**src/sbdt_defines.svh**
```systemverilog
// How it works
// - Fourth chip select decodes block three in 32k mode
// - Peripheral select zero for data 0000h-3FFFh
// - Peripheral select one for data 4000h-7FFFh
// - Peripheral select two, 8000h-BFFFh, never backup-gated
// - Peripheral select three, C000h-FFFFh, never backup-gated
// - Backup forces chip selects and peripheral zero/one high
// - Loader entered on debounced falling loader edge
// - Loader input low at power-up starts loader
// - Drive reset pin low while supply under minimum
// - Reset pin pulled low externally resets device
// - Backup indicator low while on battery
// - Size pin high: 32k parts; low: 128k part
// - Tamper input erases secrets, cuts switched supply
// - Tamper erase acts always, like lock clear
// - Key is 64 bits, never readable
// - Key loaded only from random generator
// - Unbacked copy of chip select zero
// - 128k mode: selects one/two carry A16/A15
// - Write strobe for program blocks only in loader mode
`ifndef SBDT_DEFINES_SVH
`define SBDT_DEFINES_SVH

// Register byte offsets
`define SBDT_OFF_CTRL      32'h0000_0000
`define SBDT_OFF_STAT      32'h0000_0004
`define SBDT_OFF_VR_IDX    32'h0000_0008
`define SBDT_OFF_VR_DATA   32'h0000_000c
`define SBDT_OFF_PART      32'h0000_0010

// Control bits
`define SBDT_CTRL_PES      0
`define SBDT_CTRL_LOCK     1
`define SBDT_CTRL_KEYLD    2
`define SBDT_CTRL_LDEXIT   3

// Status bits
`define SBDT_ST_LOADER     0
`define SBDT_ST_BACKUP     1
`define SBDT_ST_PFAIL      2
`define SBDT_ST_MEM_SIZE_SEL       3
`define SBDT_ST_TAMPER     4
`define SBDT_ST_KEYVAL     5
`define SBDT_ST_LOCK       6

// Sizes
`define SBDT_KEY_W         64
`define SBDT_VR_DEPTH      48
`define SBDT_VR_IDX_W      6
`define SBDT_NSYNC         6

// Pin synchroniser resting values: loader, reset pin, size pin idle high
`define SBDT_SYNC_RST      6'h13
// Cycles before the loader strap is sampled after reset release
`define SBDT_BOOT_CYC      2'h3

// Bus responses
`define SBDT_RESP_OK       2'h0
`define SBDT_RESP_ERR      2'h2

`endif

```
**src/sbdt_pkg.sv**
```systemverilog
package sbdt_pkg;
    // Execution mode, one-hot
    typedef enum logic [2:0] {
        SBDT_BOOT = 3'h1,
        SBDT_NORM = 3'h2,
        SBDT_LOAD = 3'h4
    } sbdt_mode_t;
    typedef logic [7:0] sbdt_byte_t;
endpackage

```
**src/sbdt_key_if.sv**
```systemverilog
`include "sbdt_defines.svh"
interface sbdt_key_if;
    logic                      erase;     // Wipe key and vector RAM
    logic                      key_load;  // Take key from generator
    logic [`SBDT_KEY_W-1:0]    trng;      // Random generator word
    logic [`SBDT_KEY_W-1:0]    key;       // Key to encryptors only
    logic                      key_valid; // Key present
    logic                      vr_we;     // Vector RAM write
    logic [`SBDT_VR_IDX_W-1:0] vr_idx;    // Vector RAM index
    logic [7:0]                vr_wdata;  // Vector RAM write byte
    logic [7:0]                vr_rdata;  // Vector RAM read byte
    modport ctl (output erase, key_load, trng, vr_we, vr_idx, vr_wdata,
                 input key, key_valid, vr_rdata);
    modport store (input erase, key_load, trng, vr_we, vr_idx, vr_wdata,
                   output key, key_valid, vr_rdata);
endinterface

```
**src/sbdt_keystore.sv**
```systemverilog
`include "sbdt_defines.svh"
module sbdt_keystore
    import sbdt_pkg::*;
(
    input wire logic clk_i,
    input wire logic rst_n_i,
    sbdt_key_if.store kif
);
    logic [`SBDT_KEY_W-1:0] key_q;                      // Secret key
    logic                   valid_q;                    // Key loaded
    sbdt_byte_t             vram_q [`SBDT_VR_DEPTH];    // Vector RAM
    logic                   idx_ok;                     // Index in range

    assign idx_ok = (kif.vr_idx < 6'(`SBDT_VR_DEPTH));

    // Key: erase beats load; only the generator feeds it
    always_ff @(posedge clk_i or negedge rst_n_i)
    begin
        if (!rst_n_i)
        begin
            key_q   <= '0;
            valid_q <= 1'b0;
        end
        else if (kif.erase)
        begin
            key_q   <= '0;
            valid_q <= 1'b0;
        end
        else if (kif.key_load)
        begin
            key_q   <= kif.trng;
            valid_q <= 1'b1;
        end
    end

    // Vector RAM: whole array wiped in one cycle
    always_ff @(posedge clk_i or negedge rst_n_i)
    begin
        if (!rst_n_i)
        begin
            for (int i = 0; i < `SBDT_VR_DEPTH; i++)
                vram_q[i] <= 8'h00;
        end
        else if (kif.erase)
        begin
            for (int i = 0; i < `SBDT_VR_DEPTH; i++)
                vram_q[i] <= 8'h00;
        end
        else if (kif.vr_we && idx_ok)
        begin
            vram_q[kif.vr_idx] <= kif.vr_wdata;
        end
    end

    assign kif.key       = key_q;
    assign kif.key_valid = valid_q;
    assign kif.vr_rdata  = idx_ok ? vram_q[kif.vr_idx] : 8'h00;
endmodule // sbdt_keystore

```
**src/sbdt_top.sv**
```systemverilog
// Chosen here: the AXI4-Lite interface to the registers and the address map.
`include "sbdt_defines.svh"
module sbdt_top
    import sbdt_pkg::*;
(
    input  wire logic        clk_i,
    input  wire logic        rst_n_i,
    // AXI4-Lite slave
    input  wire logic [31:0] s_axi_awaddr_i,
    input  wire logic        s_axi_awvalid_i,
    output logic             s_axi_awready_o,
    input  wire logic [31:0] s_axi_wdata_i,
    input  wire logic [3:0]  s_axi_wstrb_i,
    input  wire logic        s_axi_wvalid_i,
    output logic             s_axi_wready_o,
    output logic [1:0]       s_axi_bresp_o,
    output logic             s_axi_bvalid_o,
    input  wire logic        s_axi_bready_i,
    input  wire logic [31:0] s_axi_araddr_i,
    input  wire logic        s_axi_arvalid_i,
    output logic             s_axi_arready_o,
    output logic [31:0]      s_axi_rdata_o,
    output logic [1:0]       s_axi_rresp_o,
    output logic             s_axi_rvalid_o,
    input  wire logic        s_axi_rready_i,
    // Core memory request
    input  wire logic        mem_req_i,
    input  wire logic [16:0] mem_addr_i,
    input  wire logic        mem_data_space_i,
    input  wire logic        mem_write_i,
    input  wire logic [63:0] trng_i,
    output logic [63:0]      enc_key_o,
    output logic             core_reset_o,
    output logic             loader_mode_o,
    // Pins
    input  wire logic        loader_entry_n_i,
    input  wire logic        power_fail_reset_io_n_i,
    output logic             power_fail_reset_io_n_o,
    output logic             power_fail_reset_io_n_oe_o,
    input  wire logic        vcc_below_min_i,
    input  wire logic        vcc_below_batt_i,
    output logic             backup_active_n_o,
    input  wire logic        mem_size_sel_i,
    input  wire logic        tamper_destroy_in_i,
    output logic             switched_supply_out_o,
    output logic             chip_sel_block0_n_o,
    output logic             chip_sel_block1_n_o,
    output logic             chip_sel_block2_n_o,
    output logic             chip_sel_block3_n_o,
    output logic             chip_sel_block0_unbacked_n_o,
    output logic             periph_sel0_n_o,
    output logic             periph_sel1_n_o,
    output logic             periph_sel2_n_o,
    output logic             periph_sel3_n_o,
    output logic             write_strobe_n_o
);
    // ---------------- Pin synchronisers
    logic [`SBDT_NSYNC-1:0] pin_raw;   // Asynchronous pin levels
    logic [`SBDT_NSYNC-1:0] s1_q;      // First stage, read by s2 only
    logic [`SBDT_NSYNC-1:0] s2_q;      // Second stage
    logic [`SBDT_NSYNC-1:0] s3_q;      // Third stage
    logic [`SBDT_NSYNC-1:0] pin_q;     // Accepted level

    assign pin_raw = {tamper_destroy_in_i, mem_size_sel_i, vcc_below_batt_i,
                      vcc_below_min_i, power_fail_reset_io_n_i, loader_entry_n_i};

    // Three stages; a change counts once stages two and three agree
    always_ff @(posedge clk_i or negedge rst_n_i)
    begin
        if (!rst_n_i)
        begin
            s1_q  <= `SBDT_SYNC_RST;
            s2_q  <= `SBDT_SYNC_RST;
            s3_q  <= `SBDT_SYNC_RST;
            pin_q <= `SBDT_SYNC_RST;
        end
        else
        begin
            s1_q  <= pin_raw;
            s2_q  <= s1_q;
            s3_q  <= s2_q;
            pin_q <= (s2_q & ~(s2_q ^ s3_q)) | (pin_q & (s2_q ^ s3_q));
        end
    end

    logic loader_n_s;   // Loader entry, low active
    logic pin_rst_n_s;  // Shared reset pin level
    logic vcc_low_s;    // Supply below minimum
    logic backup_s;     // Running from battery
    logic size32k_s;    // 32k parts selected
    logic tamper_s;     // Tamper input active
    assign {tamper_s, size32k_s, backup_s, vcc_low_s, pin_rst_n_s, loader_n_s} = pin_q;

    // ---------------- Power-fail, backup, tamper pins
    // Open drain: output is always low, enable decides
    assign power_fail_reset_io_n_o    = 1'b0;
    assign power_fail_reset_io_n_oe_o = vcc_low_s;
    assign core_reset_o               = vcc_low_s | !pin_rst_n_s;
    assign backup_active_n_o          = !backup_s;

    // Supply switch cut while tamper is active
    always_ff @(posedge clk_i or negedge rst_n_i)
    begin
        if (!rst_n_i)
            switched_supply_out_o <= 1'b1;
        else
            switched_supply_out_o <= !tamper_s;
    end

    // ---------------- Registers
    logic       pes_q;       // Peripheral space select
    logic       lock_q;      // Security lock
    logic       tamper_st_q; // Sticky tamper seen
    logic [5:0] vr_idx_q;    // Vector RAM pointer
    logic [3:0] loader_entry_n_mask_q; // Blocks held as program
    logic       lock_clr;    // Lock cleared by software
    logic       key_ld;      // Key load request
    logic       ld_exit;     // Leave loader request
    sbdt_mode_t mode_q;      // Execution mode
    logic [1:0] boot_cnt_q;  // Strap settle counter
    logic       loader_prev_q; // Previous loader level

    sbdt_key_if kif ();

    // AXI write side: address and data held in either order
    logic        aw_full_q;
    logic        w_full_q;
    logic [31:0] aw_addr_q;
    logic [31:0] w_data_q;
    logic [3:0]  w_strb_q;
    logic        wr_go;    // Both halves present
    logic        wr_hit;   // Mapped address

    assign s_axi_awready_o = !aw_full_q;
    assign s_axi_wready_o  = !w_full_q;
    assign wr_go  = aw_full_q && w_full_q && !s_axi_bvalid_o;
    assign wr_hit = (aw_addr_q == `SBDT_OFF_CTRL) || (aw_addr_q == `SBDT_OFF_STAT) ||
                    (aw_addr_q == `SBDT_OFF_VR_IDX) || (aw_addr_q == `SBDT_OFF_VR_DATA) ||
                    (aw_addr_q == `SBDT_OFF_PART);

    // Capture address and data channels
    always_ff @(posedge clk_i or negedge rst_n_i)
    begin
        if (!rst_n_i)
        begin
            aw_full_q <= 1'b0;
            w_full_q  <= 1'b0;
            aw_addr_q <= 32'h0000_0000;
            w_data_q  <= 32'h0000_0000;
            w_strb_q  <= 4'h0;
        end
        else
        begin
            if (s_axi_awvalid_i && !aw_full_q)
            begin
                aw_full_q <= 1'b1;
                aw_addr_q <= {s_axi_awaddr_i[31:2], 2'b00};
            end
            else if (wr_go)
                aw_full_q <= 1'b0;
            if (s_axi_wvalid_i && !w_full_q)
            begin
                w_full_q <= 1'b1;
                w_data_q <= s_axi_wdata_i;
                w_strb_q <= s_axi_wstrb_i;
            end
            else if (wr_go)
                w_full_q <= 1'b0;
        end
    end

    // Write response
    always_ff @(posedge clk_i or negedge rst_n_i)
    begin
        if (!rst_n_i)
        begin
            s_axi_bvalid_o <= 1'b0;
            s_axi_bresp_o  <= `SBDT_RESP_OK;
        end
        else if (wr_go)
        begin
            s_axi_bvalid_o <= 1'b1;
            s_axi_bresp_o  <= wr_hit ? `SBDT_RESP_OK : `SBDT_RESP_ERR;
        end
        else if (s_axi_bready_i)
            s_axi_bvalid_o <= 1'b0;
    end

    // Low byte strobe gates every field
    logic wr_ctrl;
    logic wr_low;
    assign wr_low   = wr_go && w_strb_q[0];
    assign wr_ctrl  = wr_low && (aw_addr_q == `SBDT_OFF_CTRL);
    assign lock_clr = wr_ctrl && lock_q && !w_data_q[`SBDT_CTRL_LOCK];
    assign ld_exit  = wr_ctrl && w_data_q[`SBDT_CTRL_LDEXIT];
    // Key only from the generator, and only while unlocked
    assign key_ld   = wr_ctrl && w_data_q[`SBDT_CTRL_KEYLD] && !lock_q;

    // Control fields
    always_ff @(posedge clk_i or negedge rst_n_i)
    begin
        if (!rst_n_i)
        begin
            pes_q       <= 1'b0;
            loader_entry_n_mask_q <= 4'h0;
            vr_idx_q    <= 6'h00;
        end
        else
        begin
            if (wr_ctrl)
                pes_q <= w_data_q[`SBDT_CTRL_PES];
            if (wr_low && (aw_addr_q == `SBDT_OFF_PART))
                loader_entry_n_mask_q <= w_data_q[3:0];
            if (wr_low && (aw_addr_q == `SBDT_OFF_VR_IDX))
                vr_idx_q <= w_data_q[5:0];
        end
    end

    // Lock: set only in loader mode; tamper clears it as well
    always_ff @(posedge clk_i or negedge rst_n_i)
    begin
        if (!rst_n_i)
            lock_q <= 1'b0;
        else if (tamper_s || lock_clr)
            lock_q <= 1'b0;
        else if (wr_ctrl && w_data_q[`SBDT_CTRL_LOCK] && (mode_q == SBDT_LOAD))
            lock_q <= 1'b1;
    end

    // Sticky tamper flag, write one to clear; a new event wins
    always_ff @(posedge clk_i or negedge rst_n_i)
    begin
        if (!rst_n_i)
            tamper_st_q <= 1'b0;
        else if (tamper_s)
            tamper_st_q <= 1'b1;
        else if (wr_low && (aw_addr_q == `SBDT_OFF_STAT) && w_data_q[`SBDT_ST_TAMPER])
            tamper_st_q <= 1'b0;
    end

    // Key store hookup; vector RAM writable only while unlocked
    assign kif.erase    = tamper_s || lock_clr;
    assign kif.key_load = key_ld;
    assign kif.trng     = trng_i;
    assign kif.vr_we    = wr_low && (aw_addr_q == `SBDT_OFF_VR_DATA) && !lock_q;
    assign kif.vr_idx   = vr_idx_q;
    assign kif.vr_wdata = w_data_q[7:0];
    // Key goes to the encryptors, never onto the register bus
    assign enc_key_o    = kif.key;

    sbdt_keystore u_keystore (
        .clk_i   (clk_i),
        .rst_n_i (rst_n_i),
        .kif     (kif)
    );

    // AXI read side
    logic [31:0] rd_word;
    logic        rd_hit;
    always_comb
    begin
        rd_word = 32'h0000_0000;
        rd_hit  = 1'b1;
        case ({2'b00, s_axi_araddr_i[31:2]})
            `SBDT_OFF_CTRL >> 2:    rd_word = {30'h0, lock_q, pes_q};
            `SBDT_OFF_STAT >> 2:    rd_word = {25'h0, lock_q, kif.key_valid, tamper_st_q,
                                               size32k_s, vcc_low_s, backup_s,
                                               mode_q == SBDT_LOAD};
            `SBDT_OFF_VR_IDX >> 2:  rd_word = {26'h0, vr_idx_q};
            // Locked vector RAM reads back zero
            `SBDT_OFF_VR_DATA >> 2: rd_word = {24'h0, lock_q ? 8'h00 : kif.vr_rdata};
            `SBDT_OFF_PART >> 2:    rd_word = {28'h0, loader_entry_n_mask_q};
            default:                rd_hit  = 1'b0;
        endcase
    end

    assign s_axi_arready_o = !s_axi_rvalid_o;

    // Read data registered one cycle after the address
    always_ff @(posedge clk_i or negedge rst_n_i)
    begin
        if (!rst_n_i)
        begin
            s_axi_rvalid_o <= 1'b0;
            s_axi_rdata_o  <= 32'h0000_0000;
            s_axi_rresp_o  <= `SBDT_RESP_OK;
        end
        else if (s_axi_arvalid_i && !s_axi_rvalid_o)
        begin
            s_axi_rvalid_o <= 1'b1;
            s_axi_rdata_o  <= rd_word;
            s_axi_rresp_o  <= rd_hit ? `SBDT_RESP_OK : `SBDT_RESP_ERR;
        end
        else if (s_axi_rready_i)
            s_axi_rvalid_o <= 1'b0;
    end

    // ---------------- Loader mode
    // Strap sampled on the edge the synchroniser output settles, so it still reads the resting level
    always_ff @(posedge clk_i or negedge rst_n_i)
    begin
        if (!rst_n_i)
        begin
            mode_q        <= SBDT_BOOT;
            boot_cnt_q    <= 2'h0;
            loader_prev_q <= 1'b1;
        end
        else
        begin
            loader_prev_q <= loader_n_s;
            case (mode_q)
                SBDT_BOOT:
                begin
                    boot_cnt_q <= boot_cnt_q + 2'h1;
                    if (boot_cnt_q == `SBDT_BOOT_CYC)
                        mode_q <= loader_n_s ? SBDT_NORM : SBDT_LOAD;
                end
                SBDT_NORM:
                begin
                    if (loader_prev_q && !loader_n_s)
                        mode_q <= SBDT_LOAD;
                end
                SBDT_LOAD:
                begin
                    if (ld_exit)
                        mode_q <= SBDT_NORM;
                end
                default: mode_q <= SBDT_BOOT;
            endcase
        end
    end

    assign loader_mode_o = (mode_q == SBDT_LOAD);

    // ---------------- Byte-wide decode
    logic [1:0] blk;      // 32k block number
    logic       p_hit;    // Peripheral space access
    logic [3:0] cs_raw_n; // Selects before backup gating
    logic [3:0] ps_raw_n; // Peripheral selects before gating
    logic       wr_ok;    // Write permitted

    assign blk   = mem_addr_i[16:15];
    assign p_hit = mem_req_i && mem_data_space_i && pes_q;

    always_comb
    begin
        cs_raw_n = 4'hf;
        ps_raw_n = 4'hf;
        if (p_hit)
            ps_raw_n[mem_addr_i[15:14]] = 1'b0;
        else if (mem_req_i && size32k_s)
            cs_raw_n[blk] = 1'b0;
        else if (mem_req_i)
            cs_raw_n = {1'b1, mem_addr_i[15], mem_addr_i[16], 1'b0};
    end

    // Program blocks are never written outside the loader
    assign wr_ok = p_hit || (mem_data_space_i && !loader_entry_n_mask_q[blk]) || loader_mode_o;

    // Registered pin outputs; battery gating on backed ones
    always_ff @(posedge clk_i or negedge rst_n_i)
    begin
        if (!rst_n_i)
        begin
            {chip_sel_block3_n_o, chip_sel_block2_n_o,
             chip_sel_block1_n_o, chip_sel_block0_n_o} <= 4'hf;
            chip_sel_block0_unbacked_n_o <= 1'b1;
            {periph_sel3_n_o, periph_sel2_n_o,
             periph_sel1_n_o, periph_sel0_n_o} <= 4'hf;
            write_strobe_n_o <= 1'b1;
        end
        else
        begin
            {chip_sel_block3_n_o, chip_sel_block2_n_o,
             chip_sel_block1_n_o, chip_sel_block0_n_o} <= cs_raw_n | {4{backup_s}};
            chip_sel_block0_unbacked_n_o <= cs_raw_n[0];
            periph_sel0_n_o <= ps_raw_n[0] | backup_s;
            periph_sel1_n_o <= ps_raw_n[1] | backup_s;
            periph_sel2_n_o <= ps_raw_n[2];
            periph_sel3_n_o <= ps_raw_n[3];
            write_strobe_n_o <= !(mem_req_i && mem_write_i && wr_ok && !backup_s);
        end
    end
endmodule // sbdt_top

```
**config.mk**
```make
export PLATFORM = sky130hd
export DESIGN_NAME = sbdt_top
export DESIGN_NICKNAME = d
export VERILOG_FILES = /design/src/sbdt_pkg.sv /design/src/sbdt_key_if.sv /design/src/sbdt_keystore.sv /design/src/sbdt_top.sv
export VERILOG_INCLUDE_DIRS = /design/src
export SDC_FILE = /design/constraint.sdc
export NUM_CORES = 1
export LEC_CHECK = 0
export BUFFER_PORTS_ARGS = -buffer_cell sky130_fd_sc_hd__buf_2
export CAP_MARGIN = 20
export CORE_MARGIN = 1.5
export CORE_UTILIZATION = 59
export DETAILED_ROUTE_END_ITERATION = 6
export PLACE_DENSITY = 0.81
export SYNTH_ARGS = -nofsm -noshare
export SYNTH_HDL_FRONTEND = slang
export SYNTH_SLANG_ARGS = --single-unit
```
**constraint.sdc**
```tcl
create_clock -name clk_i -period 2.94 [get_ports clk_i]
set_input_delay 0.588 -clock clk_i [delete_from_list [all_inputs] [get_ports clk_i]]
set_output_delay 0.588 -clock clk_i [all_outputs]
set_load 0.03 [all_outputs]
```
== After elaboration in Yosys (flattened, before gate mapping) ==
Cells that the tools add are included.
Word-level totals
  register bits after elaboration: 582
  latch bits: 0
  memory bits (writable): 0
  memory bits (read-only): 0
  bits of input ports: 197
  output and inout port bits: 121
  word-level logic and storage cells: 225
  memories: 0
Cells by class
  $add $sub $neg: 1
  multipliers: 0
  divide/modulo/power cells: 0
  magnitude comparators: 7
  eq/ne operators: 15
  shifts and indexed selects: 0
  mux-type cells: 44
  bitwise gates (word level): 12
  reduce and logical (&&, ||, !) cells: 63
Operators by type and width (count)
  two-way mux 384 bit: 2
  bitwise mux 384 bit: 1
  two-way mux 64 bit: 2
  == test 30 x 2 -> 1 bit (second input constant): 4
  == test 30 x 1 -> 1 bit (second input constant): 2
  == test 30 x 3 -> 1 bit (second input constant): 2
  binary-select mux 8 bit (select 6 bit): 1
  demux 8 bit (select 6 bit): 1
  two-way mux 8 bit: 5
  case mux 8 bit (5 select lines): 1
  logical AND 1 bit: 32
  logical NOT 32 bit: 1
  logical NOT 30 bit: 1
  two-way mux 1 bit: 17
  nonzero test 2 bit: 8
  two-way mux 3 bit: 5
  bitwise AND 6 bit: 2
  logical NOT 1 bit: 12
  two-way mux 4 bit: 3
  case mux 3 bit (3 select lines): 1
  inverter 4 bit: 2
  >= comparator 7 bit (second input constant): 1
  logical OR 1 bit: 7
  less-than comparator 7 x 1 -> 1 bit (second input constant): 1
  other kinds (21): 28

== Depth between registers and ports, before layout ==
Gate-level depths: netlist (run 1).
  depth in word-level cells: 9
  depth in mapped cells: 10
  gate-level depth less buffers: 6

== Hierarchy ==
Synthesis (run 1) repeated with hierarchy kept, for this count alone.
Second synthesis, totals
  cells, all modules: 2723
  area total of the unflattened synthesis: 25908.6 sq um
By module, submodules not included
  sbdt_keystore: instances 1, cells each 2367, area an instance 21359.2 sq um, sequential area each 11235.8 sq um
  sbdt_top: instances 1, cells each 356, area an instance 4549.4 sq um, sequential area each 2708.8 sq um

== Worst setup path after synthesis (run 1) ==
No wires, ideal clock.
  kind: register to register
  from: register s_axi_bvalid_o
  to: register u_keystore.vram_q[207] (netlist name)
  arrival time: 2.326 ns
  slack: 0.495 ns
  cell stages (with the launch flop): 9
  path buffers: 3
  period minus slack after synthesis: 2.445 ns
  cells stage by stage: dfrtp_1 and4b_1 nand4_1 nor4_1 a31o_2 buf_4 buf_4 buf_4 nor2_1
Between the ends
  word-level cells in the longest chain between the ends: 8
  elaborated cells on any way between the ends: 12
  those cells by class: mux (1); reduce/logical (11)
RTL lines
  start: declaration: line sbdt_top.sv:17  | output logic s_axi_bvalid_o,
  start signal: assignment: line sbdt_top.sv:177  | s_axi_bvalid_o <= 1'b0;
  start signal: assignment: line sbdt_top.sv:182  | s_axi_bvalid_o <= 1'b1;
  start signal: assignment: line sbdt_top.sv:186  | s_axi_bvalid_o <= 1'b0;
  logical NOT 1 bit (*): line sbdt_top.sv:136  | assign wr_go = aw_full_q && w_full_q && !s_axi_bvalid_o;
  logical AND 1 bit (*): line sbdt_top.sv:136
  logical AND 1 bit (*): line sbdt_top.sv:192  | assign wr_low = wr_go && w_strb_q[0];
  logical AND 1 bit: line sbdt_top.sv:193  | assign wr_ctrl = wr_low && (aw_addr_q == `SBDT_OFF_CTRL);
  logical AND 1 bit (2 in series): line sbdt_top.sv:194  | assign lock_clr = wr_ctrl && lock_q && !w_data_q[`SBDT_CTRL_LOCK];
  logical OR 1 bit: line sbdt_top.sv:242  | assign kif.erase = tamper_s || lock_clr;
  two-way mux 384 bit or nonzero test 2 bit (tied branches)
  end signal: indexed assignment: line sbdt_keystore.sv:51  | vram_q[kif.vr_idx] <= kif.vr_wdata;
  end: declaration: line sbdt_keystore.sv:11  | sbdt_byte_t vram_q [`SBDT_VR_DEPTH];
Mark *: on every way between the ends. The rest lies on a longest branch, timed or not.
A chain may end at the register's enable or synchronous reset.

== Final worst setup path (run 1) ==
  from: register vr_idx_q[0], in the netlist kif.vr_idx[0]
  to: register s_axi_rdata_o[6]
Between the ends
  word-level cells in the longest chain between the ends: 7
  elaborated cells on any way between the ends: 8
  those cells by class: order compare (1); mux (6); bitwise (1)
RTL lines
  start: declaration: line sbdt_top.sv:114  | logic [5:0] vr_idx_q;
  start signal: assignment: line sbdt_top.sv:215  | vr_idx_q <= w_data_q[5:0];
  inverter 6 -> 7 bit (not written as such): line sbdt_keystore.sv:57  | assign kif.vr_rdata = idx_ok ? vram_q[kif.vr_idx] : 8'h00;
  binary-select mux 8 bit (select 6 bit): line sbdt_keystore.sv:57
  two-way mux 8 bit (not written as such) (2 in series): line sbdt_keystore.sv:57
  two-way mux 8 bit (*): line sbdt_keystore.sv:57
  two-way mux 8 bit (*): line sbdt_top.sv:271  | `SBDT_OFF_VR_DATA >> 2: rd_word = {24'h0, lock_q ? 8'h00 : kif.vr_rdata};
  case mux 8 bit (5 select lines) (*): line sbdt_top.sv:264  | case ({2'b00, s_axi_araddr_i[31:2]})
  end signal: assignment: line sbdt_top.sv:291  | s_axi_rdata_o <= rd_word;
  end: declaration: line sbdt_top.sv:22  | output logic [31:0] s_axi_rdata_o,
Mark *: on every way between the ends. The rest lies on a longest branch, timed or not. The select of a mux whose other input is x is not followed.

==> results of run 1 <==
[timing repair]
item	in CTS	in global routing
gates cloned	0	0
gates resized for setup	2	3
pin swaps	0	0
setup endpoints to repair	1	17
hold buffers	1	0
endpoints found under the hold margin	25	0
[cells by family after synthesis]
group,Yosys count
adder cells (fa/ha/maj),7
flip-flops,556
XOR/XNOR,1
multiplexers,192
AND/OR/NAND/NOR,1151
buffers and inverters,233
AO/OA/AOI/OAI,645
other,1
[power groups by stage]
stage	sequential, mW	combinational (mW)	clock, mW
floorplan	8.39	1.80	0
global placement	8.83	2.55	0
detailed placement	8.87	2.63	0
CTS	8.73	2.66	7.57
global route	8.79	2.84	7.85
finish	8.77	2.73	7.54
[layout by cell type, fill, tap and decap left out, types with 12 or more instances in the layout]
master                      instances
sky130_fd_sc_hd__inv_1             14
sky130_fd_sc_hd__a22oi_1           59
sky130_fd_sc_hd__nor2b_1           24
sky130_fd_sc_hd__nand3_1           13
sky130_fd_sc_hd__clkinv_2          14
sky130_fd_sc_hd__nand2_1          866
sky130_fd_sc_hd__nor3_2            40
sky130_fd_sc_hd__clkbuf_8          12
sky130_fd_sc_hd__o2bb2ai_1         15
sky130_fd_sc_hd__nor3_1            13
sky130_fd_sc_hd__buf_4            194
sky130_fd_sc_hd__nor2_1            78
sky130_fd_sc_hd__mux2_2            80
sky130_fd_sc_hd__or3_1             12
sky130_fd_sc_hd__a21oi_1          424
sky130_fd_sc_hd__clkbuf_16         56
sky130_fd_sc_hd__conb_1            27
sky130_fd_sc_hd__nor2_2            12
sky130_fd_sc_hd__o21ai_0           35
sky130_fd_sc_hd__mux4_2            12
sky130_fd_sc_hd__dfstp_2           25
sky130_fd_sc_hd__nor4_1            22
sky130_fd_sc_hd__mux2i_1          100
sky130_fd_sc_hd__buf_12            34
sky130_fd_sc_hd__a221oi_1          26
sky130_fd_sc_hd__buf_2            244
sky130_fd_sc_hd__dfrtp_1          521
[Yosys cell counts (8+ instances only)]
master | instances | area share [%]
sky130_fd_sc_hd__a221o_1 | 9 | 0.34
sky130_fd_sc_hd__a21oi_1 | 424 | 8.1
sky130_fd_sc_hd__o21ai_0 | 35 | 0.66
sky130_fd_sc_hd__buf_1 | 19 | 0.27
sky130_fd_sc_hd__mux4_2 | 12 | 1.0
sky130_fd_sc_hd__a22oi_1 | 59 | 1.7
sky130_fd_sc_hd__buf_2 | 23 | 0.44
sky130_fd_sc_hd__buf_4 | 73 | 2.1
sky130_fd_sc_hd__mux2_2 | 80 | 3.4
sky130_fd_sc_hd__nand2_1 | 867 | 12
sky130_fd_sc_hd__o2bb2ai_1 | 15 | 0.50
sky130_fd_sc_hd__nand3_1 | 13 | 0.25
sky130_fd_sc_hd__nand2b_1 | 8 | 0.19
sky130_fd_sc_hd__inv_1 | 14 | 0.20
sky130_fd_sc_hd__nor4_1 | 23 | 0.55
sky130_fd_sc_hd__mux2i_1 | 100 | 3.8
sky130_fd_sc_hd__nor3_1 | 13 | 0.25
sky130_fd_sc_hd__and2_1 | 9 | 0.21
sky130_fd_sc_hd__a221oi_1 | 26 | 0.86
sky130_fd_sc_hd__a22o_1 | 9 | 0.30
sky130_fd_sc_hd__nor2_1 | 78 | 1.1
sky130_fd_sc_hd__or3_1 | 12 | 0.28
sky130_fd_sc_hd__dfrtp_1 | 531 | 50
sky130_fd_sc_hd__nor3_2 | 40 | 1.5
sky130_fd_sc_hd__clkbuf_1 | 100 | 1.4
sky130_fd_sc_hd__dfstp_2 | 25 | 2.5
sky130_fd_sc_hd__nor2_2 | 12 | 0.28
sky130_fd_sc_hd__nor2b_1 | 27 | 0.64
[per-layer routing]
| metal | GRT usage [%] | vias up | part of all wire, % |
|---|---|---|---|
| li1 | - | 10180 | - |
| met1 | 49.26 | 11780 | 36 |
| met2 | 59.76 | 1767 | 45 |
| met3 | 9.149 | 395 | 12 |
| met4 | 23.08 | 2 | 6.6 |
| met5 | 0 | - | 0.017 |
[how the worst max path moves through the flow]
| stage | start | end | slack [ns] | cells past startpoint |
|---|---|---|---|---|
| detailed placement | kif.vr_idx[1]$_DFFE_PN0P_ | s_axi_rdata_o[3]$_DFFE_PN0P_ | -0.15 | 9 |
| global route | kif.vr_idx[1]$_DFFE_PN0P_ | s_axi_rdata_o[3]$_DFFE_PN0P_ | 0.07 | 9 |
| CTS | aw_addr_q[24]$_DFFE_PN0P_ | u_keystore.vram_q[88]$_DFFE_PN0P_ | 0.08 | 9 |
| floorplan | s_axi_bvalid_o$_DFFE_PN0P_ | u_keystore.vram_q[207]$_DFFE_PN0P_ | 0.50 | 8 |
| finish | kif.vr_idx[0]$_DFFE_PN0P_ | s_axi_rdata_o[6]$_DFFE_PN0P_ | 0.04 | 9 |
| global placement | kif.vr_idx[0]$_DFFE_PN0P_ | s_axi_rdata_o[3]$_DFFE_PN0P_ | -0.09 | 9 |
[worst max-delay path, delay by kind of cell, from the launching register on]
kind | cells | cell delay (ns)
simple gates | 2 | 0.77
compound gates | 4 | 0.84
flops | 1 | 0.61
buf+inv | 3 | 0.56
[state kept, by name, indices dropped and copies added (netlist names), 2 cells and up, named ones only]
signal	cells
loader_entry_n_mask_q	4
mode_q	3
kif.vr_idx	6
aw_addr_q	30
s2_q	6
s_axi_rdata_o	8
s1_q	6
boot_cnt_q	2
u_keystore.vram_q	384
w_data_q	8
u_keystore.kif.key	64
s3_q	6
[stage by stage]
step / std cells / utilization [%] / hold slack, ns / cell area, sq um
6_report: 3766 / 71.24 / 0.05325 / 31440
5_1_grt: 3765 / 71.24 / 0.04664 / 31430
4_1_cts: 3764 / 71.20 / 0.03625 / 31420
3_5_place_dp: 3659 / 66.76 / 0.3365 / 29460
3_3_place_gp: 3659 / 66.76 / 0.3339 / 29460
2_1_floorplan: 2812 / - / 0.2924 / 26440
[layout make-up]
cell class	count	area [sq um]	share of cell area (%)
Sequential cell	556	13960	44.41
Multi-Input combinational cell	2023	11350	36.09
Timing Repair Buffer	474	3383	10.76
Clock buffer	76	1597	5.079
Tap cell	592	740.7	2.356
Clock inverter	28	346.6	1.102
Inverter	15	56.30	0.1791
Antenna cell	2	5.005	0.01592
==> results.toml, run 1 <==
[setup_path]
crit_path_end_kind = "flop"
crit_path_frequent_cell = "sky130_fd_sc_hd__buf_4"
cp_slowest_cell = "sky130_fd_sc_hd__dfrtp_4"
startpoint_type = "flop"
crit_path_cell_trace = "buf_4 -> buf_4 -> and3b_1 -> buf_4 -> a22oi_1 -> a41oi_1 -> nor2_1 -> a41oi_1 -> a211o_1"
critPathKind = "flop to flop"
worst-path-max-fanout = 14
largest_stage_delay_on_the_critical_path_ns = 0.61
timing.critical_path.required_ns = 3.46
ff2ff_setup_slack_ns = 0.04
crit-reg2reg-capture = "s_axi_rdata_o[6]$_DFFE_PN0P_"
startpoint_of_the_lowest_slack_register_to_register_path = "kif.vr_idx[0]$_DFFE_PN0P_"
crit_arrival_ns = 3.42
r2r.worst_path.cells = 9

[synthesis]
synthMuxAreaShare_pct = 8.244
synth.distinct_cells = 70
synth-simple-area-share_pct = 19.47
post_synthesis_async_set_or_reset_flop_share_pct = 100.0
synth-compound-area-share_pct = 14.48
synth_area_per_cell_sq_um = 9.457
synthesis.yosys.warnings = 0
synthCells = 2786
ys_seq_elements = 556
postSynth.topFlopCell = "sky130_fd_sc_hd__dfrtp_1"
synth_top_family_by_area = "simple AND/OR/NAND/NOR gates"
synthXorXnorAreaFrac_pct = 0.03324
synth-adder-area-share_pct = 0.2754
synth_sequential_area_ratio_pct = 52.93
synth_edf_count = 0
mappedNetlistArea_sq_um = 26350

[timing]
setup_violations = 0
clock_skew_ns = 0.02782
rsz_0062_raised_after_global_routing = "false"
period_needed_ns = 2.904
finalWorstSetupSlack_ns = 0.03583
final.period_utilization_pct = 98.78
finalMaxSlewViolations = 0
worst-slew-pin-transition_ns = 0.9851
tns_ns = 0
slew-limit-headroom_pct = 34.33
final_hold_viols = 0
maxClockFrequency_ghz = 0.3443

[pwr]
total_leakage_power_nw = 13.19
switching_power_total_mw = 5.809
peakVddDrop_uv = 620.2
power.switching_fraction_pct = 30.51
overall_power_consumption_mw = 19.04
share_comb_of_total_power_pct = 14.3
clkPwrFrac_pct = 39.6
p_seq_share_pct = 46.1
intPower_mw = 13.23
power_per_cell_area_nw_per_um2 = 605.8

[run_status]
status = "finished, final reports clean"

[hold_path]
whs_endpoint = "s1_q[1]$_DFF_PN1_"
worstHoldPathCells = 1
hold_path_startpoint = "power_fail_reset_io_n_i"
hold_class = "input pin to flop"

[clocking]
cts_setup_buffers = 0
clock_latency_ns = 0.64
cts_root_buf = "sky130_fd_sc_hd__clkbuf_16"
clkSinkCount = 556
cts_tree = "done"
clk_pin_slew_worst_paths_ns = 0.06
cts-root-to-sink-buffers = 3
clock_tree.htree_level_count = 2
cts_buffers = 55

[run]
cap_viol_max_count = 0

[floorplanning]
die_width_um = 214.3
core_region_area_sq_um = 44120
dieArea_sq_um = 45930
num_io_pins = 318
die_y_um = 214.3
fp-row-count = 77
effective_utilization_at_floorplan_pct = 59.71

[route]
ant_nets = 0
drt-total-wl_mm = 88.42
drc_errors = 0
drt-pass1-iter-count = 7
route.vias.total = 24120
post_drt_wl_per_cell_um = 23.48
dr.first_iter.drc_count = 3526
vias_per_cell = 6.404

[final_layout]
final_net_count = 3323
num-fill-cells = 3168
layout-drive-gt1-share_pct = 24.34
layout-area-overhead-vs-synth_pct = 19.32

[global_routing]
grt_overflow = 0
first_pass_grt_wire_length_mm = 137.4
grt_start_max_net_pins = 77
first_global_vias = 24130
global_route.usage.total_pct = 38.44
antenna_found_initial = 2

[placed_design]
preCtsSetupSlack_ns = -0.1450
port_buffers = 245
place_hpwl_mm = 59.02
finalWeightedCongestion = 1.002
No activity file was read; power rests on OpenSTA's default activity.
==> inputs of run 2 (changes only) <==
--- a/config.mk
+++ b/config.mk
@@ -9,9 +9,10 @@
 export BUFFER_PORTS_ARGS = -buffer_cell sky130_fd_sc_hd__buf_2
 export CAP_MARGIN = 20
 export CORE_MARGIN = 1.5
-export CORE_UTILIZATION = 59
+export CORE_UTILIZATION = 60
+export CTS_BUF_LIST = sky130_fd_sc_hd__clkbuf_2 sky130_fd_sc_hd__clkbuf_4 sky130_fd_sc_hd__clkbuf_8
 export DETAILED_ROUTE_END_ITERATION = 6
-export PLACE_DENSITY = 0.81
+export PLACE_DENSITY = 0.82
 export SYNTH_ARGS = -nofsm -noshare
 export SYNTH_HDL_FRONTEND = slang
 export SYNTH_SLANG_ARGS = --single-unit
==> results.toml, run 2 (synthesis gave the netlist of run 1 again) <==
[timing]
final.period_utilization_pct = 99.13
tns_ns = 0
finalWorstSetupSlack_ns = 0.02551
maxClockFrequency_ghz = 0.3431
worst-slew-pin-transition_ns = 1.109
period_needed_ns = 2.914
setup_violations = 0
final_hold_viols = 0
clock_skew_ns = 0.04775
slew-limit-headroom_pct = 25.48
rsz_0062_raised_after_global_routing = "false"
finalMaxSlewViolations = 0

[pwr]
power.switching_fraction_pct = 31.07
peakVddDrop_uv = 697.7
clkPwrFrac_pct = 38.8
share_comb_of_total_power_pct = 15.1
intPower_mw = 12.87
p_seq_share_pct = 46.1
total_leakage_power_nw = 13.07
power_per_cell_area_nw_per_um2 = 600.8
switching_power_total_mw = 5.799

[setup_path]
cp_slowest_cell = "sky130_fd_sc_hd__dfrtp_4"
critPathKind = "flop to flop"
startpoint_of_the_lowest_slack_register_to_register_path = "kif.vr_idx[1]$_DFFE_PN0P_"
crit_path_frequent_cell = "sky130_fd_sc_hd__buf_4"
startpoint = "kif.vr_idx[1]$_DFFE_PN0P_"
crit_arrival_ns = 3.48
worst-path-max-fanout = 12
crit_path_end_kind = "flop"
startpoint_type = "flop"
crit_path_cell_trace = "and2_1 -> buf_4 -> buf_4 -> a221oi_1 -> o211ai_1 -> a2111oi_2 -> buf_4 -> o21ai_0"
timing.critical_path.required_ns = 3.50
largest_stage_delay_on_the_critical_path_ns = 0.57

[route]
ant_nets = 0
dr.first_iter.drc_count = 2972
drc_errors = 2
drt-pass1-iter-count = 7
drt-total-wl_mm = 87.63
route.vias.total = 23960
vias_per_cell = 6.348
post_drt_wl_per_cell_um = 23.22

[clocking]
cts_root_buf = "sky130_fd_sc_hd__clkbuf_8"
clock_tree.htree_level_count = 3
cts_buffers = 89
cts_setup_buffers = 0
clock_latency_ns = 0.73
cts-root-to-sink-buffers = 3
clkSinkCount = 556
cts_tree = "done"
clk_pin_slew_worst_paths_ns = 0.07

[floorplanning]
die_width_um = 212.6
num_io_pins = 318
fp-row-count = 76
dieArea_sq_um = 45180
effective_utilization_at_floorplan_pct = 61.03
die_y_um = 212.6
core_region_area_sq_um = 43170

[final_layout]
layout-drive-gt1-share_pct = 24.80
mostFrequentLayoutCell = "sky130_fd_sc_hd__nand2_1"
area.sequential_sq_um = 13960
final_net_count = 3317
multi_input_area_sq_um = 11360
antennaDiodeCount = 0
num-fill-cells = 3053
largest-register = "u_keystore.vram_q"
number_of_flip_flops_in_the_largest_register = 384
layout-area-overhead-vs-synth_pct = 17.93
layout_common_cells = "sky130_fd_sc_hd__nand2_1 (867), sky130_fd_sc_hd__dfrtp_1 (522), sky130_fd_sc_hd__a21oi_1 (424)"

[hold_path]
hold_class = "input pin to flop"
hold_path_startpoint = "s_axi_rready_i"

[global_routing]
first_pass_grt_wire_length_mm = 134.4
first_global_vias = 23970
global_route.usage.total_pct = 39.26
antenna_found_initial = 4
grt_start_max_net_pins = 94
grt_overflow = 0

[placed_design]
port_buffers = 245
finalWeightedCongestion = 1.062
place_hpwl_mm = 57.82
preCtsSetupSlack_ns = 0.03677

[run]
cap_viol_max_count = 0

[run_status]
status = "finished with violations"
violations = "design-rule violations"
-- run 2: cell types whose count changed in the layout (fill, tap and decap cells not counted), moves of 4 or more --
cell	previous run	this run
sky130_fd_sc_hd__clkinvlp_4	5	1
sky130_fd_sc_hd__buf_4	194	157
sky130_fd_sc_hd__buf_12	34	25
sky130_fd_sc_hd__clkbuf_16	56	0
sky130_fd_sc_hd__clkbuf_4	0	19
sky130_fd_sc_hd__bufinv_16	6	1
sky130_fd_sc_hd__clkbuf_1	8	0
sky130_fd_sc_hd__clkbuf_8	12	121
sky130_fd_sc_hd__dlygate4sd3_1	1	7
-- run 2: power groups by stage --
stage | sequential (mW) | clock [mW] | combinational (mW)
global placement | 8.66 | 0 | 2.60
CTS | 8.57 | 7.29 | 2.72
detailed placement | 8.70 | 0 | 2.69
finish | 8.60 | 7.25 | 2.82
floorplan | 8.39 | 0 | 1.80
global route | 8.63 | 7.63 | 2.94
-- run 2: what timing repair did --
item                       4_1_cts  5_1_grt
setup endpoints to repair        9      119
resized for setup                1        6
pin swaps                        0        1
gates cloned                     0        0
hold buffers                     7        0
hold endpoints to repair        58        0
-- run 2: final timing paths --
check | slack (ns) | depth (start not counted) | to
setup / recovery | 0.03 | 8 | s_axi_rdata_o[3]$_DFFE_PN0P_
hold / removal | 0.04 | 2 | s_axi_rvalid_o$_DFFE_PN0P_
setup reg to reg | 0.03 | 8 | s_axi_rdata_o[3]$_DFFE_PN0P_
hold reg to reg | 0.34 | 0 | s2_q[5]$_DFF_PN0_
max in group asynchronous | 1.43 | 3 | u_keystore.vram_q[248]$_DFFE_PN0P_
min in group asynchronous | 0.48 | 2 | u_keystore.vram_q[8]$_DFFE_PN0P_
-- run 2: layout make-up --
cell class,instances,share of cell area [%]
Sequential cell,556,44.93
Multi-Input combinational cell,2023,36.55
Timing Repair Buffer,434,9.609
Clock buffer,140,5.819
Tap cell,585,2.356
Clock inverter,21,0.5477
Inverter,15,0.1812
-- run 2: critical path: cells and delay by family, from the launching register on --
kind                   cells  cell delay [ns]
and+or+nand+nor            1             0.37
buffers and inverters      3             0.65
AOI/OAI and AO/OA          4             1.15
DFF                        1             0.57
-- run 2: stage by stage --
stage | total power, mW | utilization [%] | area [sq um] | std cells | hold WS (ns)
after floorplan | 10.19 | - | 26440 | 2812 | 0.2924
after global placement | 11.26 | 67.15 | 28990 | 3606 | 0.3317
after detailed placement | 11.38 | 67.15 | 28990 | 3606 | 0.3362
after CTS | 18.59 | 71.90 | 31040 | 3774 | 0.01299
after global routing | 19.20 | 71.97 | 31070 | 3774 | 0.01951
final | 18.67 | 71.97 | 31070 | 3774 | 0.03661
-- run 2: metal layers --
layer | track usage [%] | vias to the layer above | routed length [um]
met2 | 60.05 | 1707 | 39890
met5 | 0 | - | 9
met1 | 49.64 | 11640 | 31420
li1 | - | 10190 | -
met3 | 11.82 | 415 | 10930
met4 | 22.87 | 2 | 5384
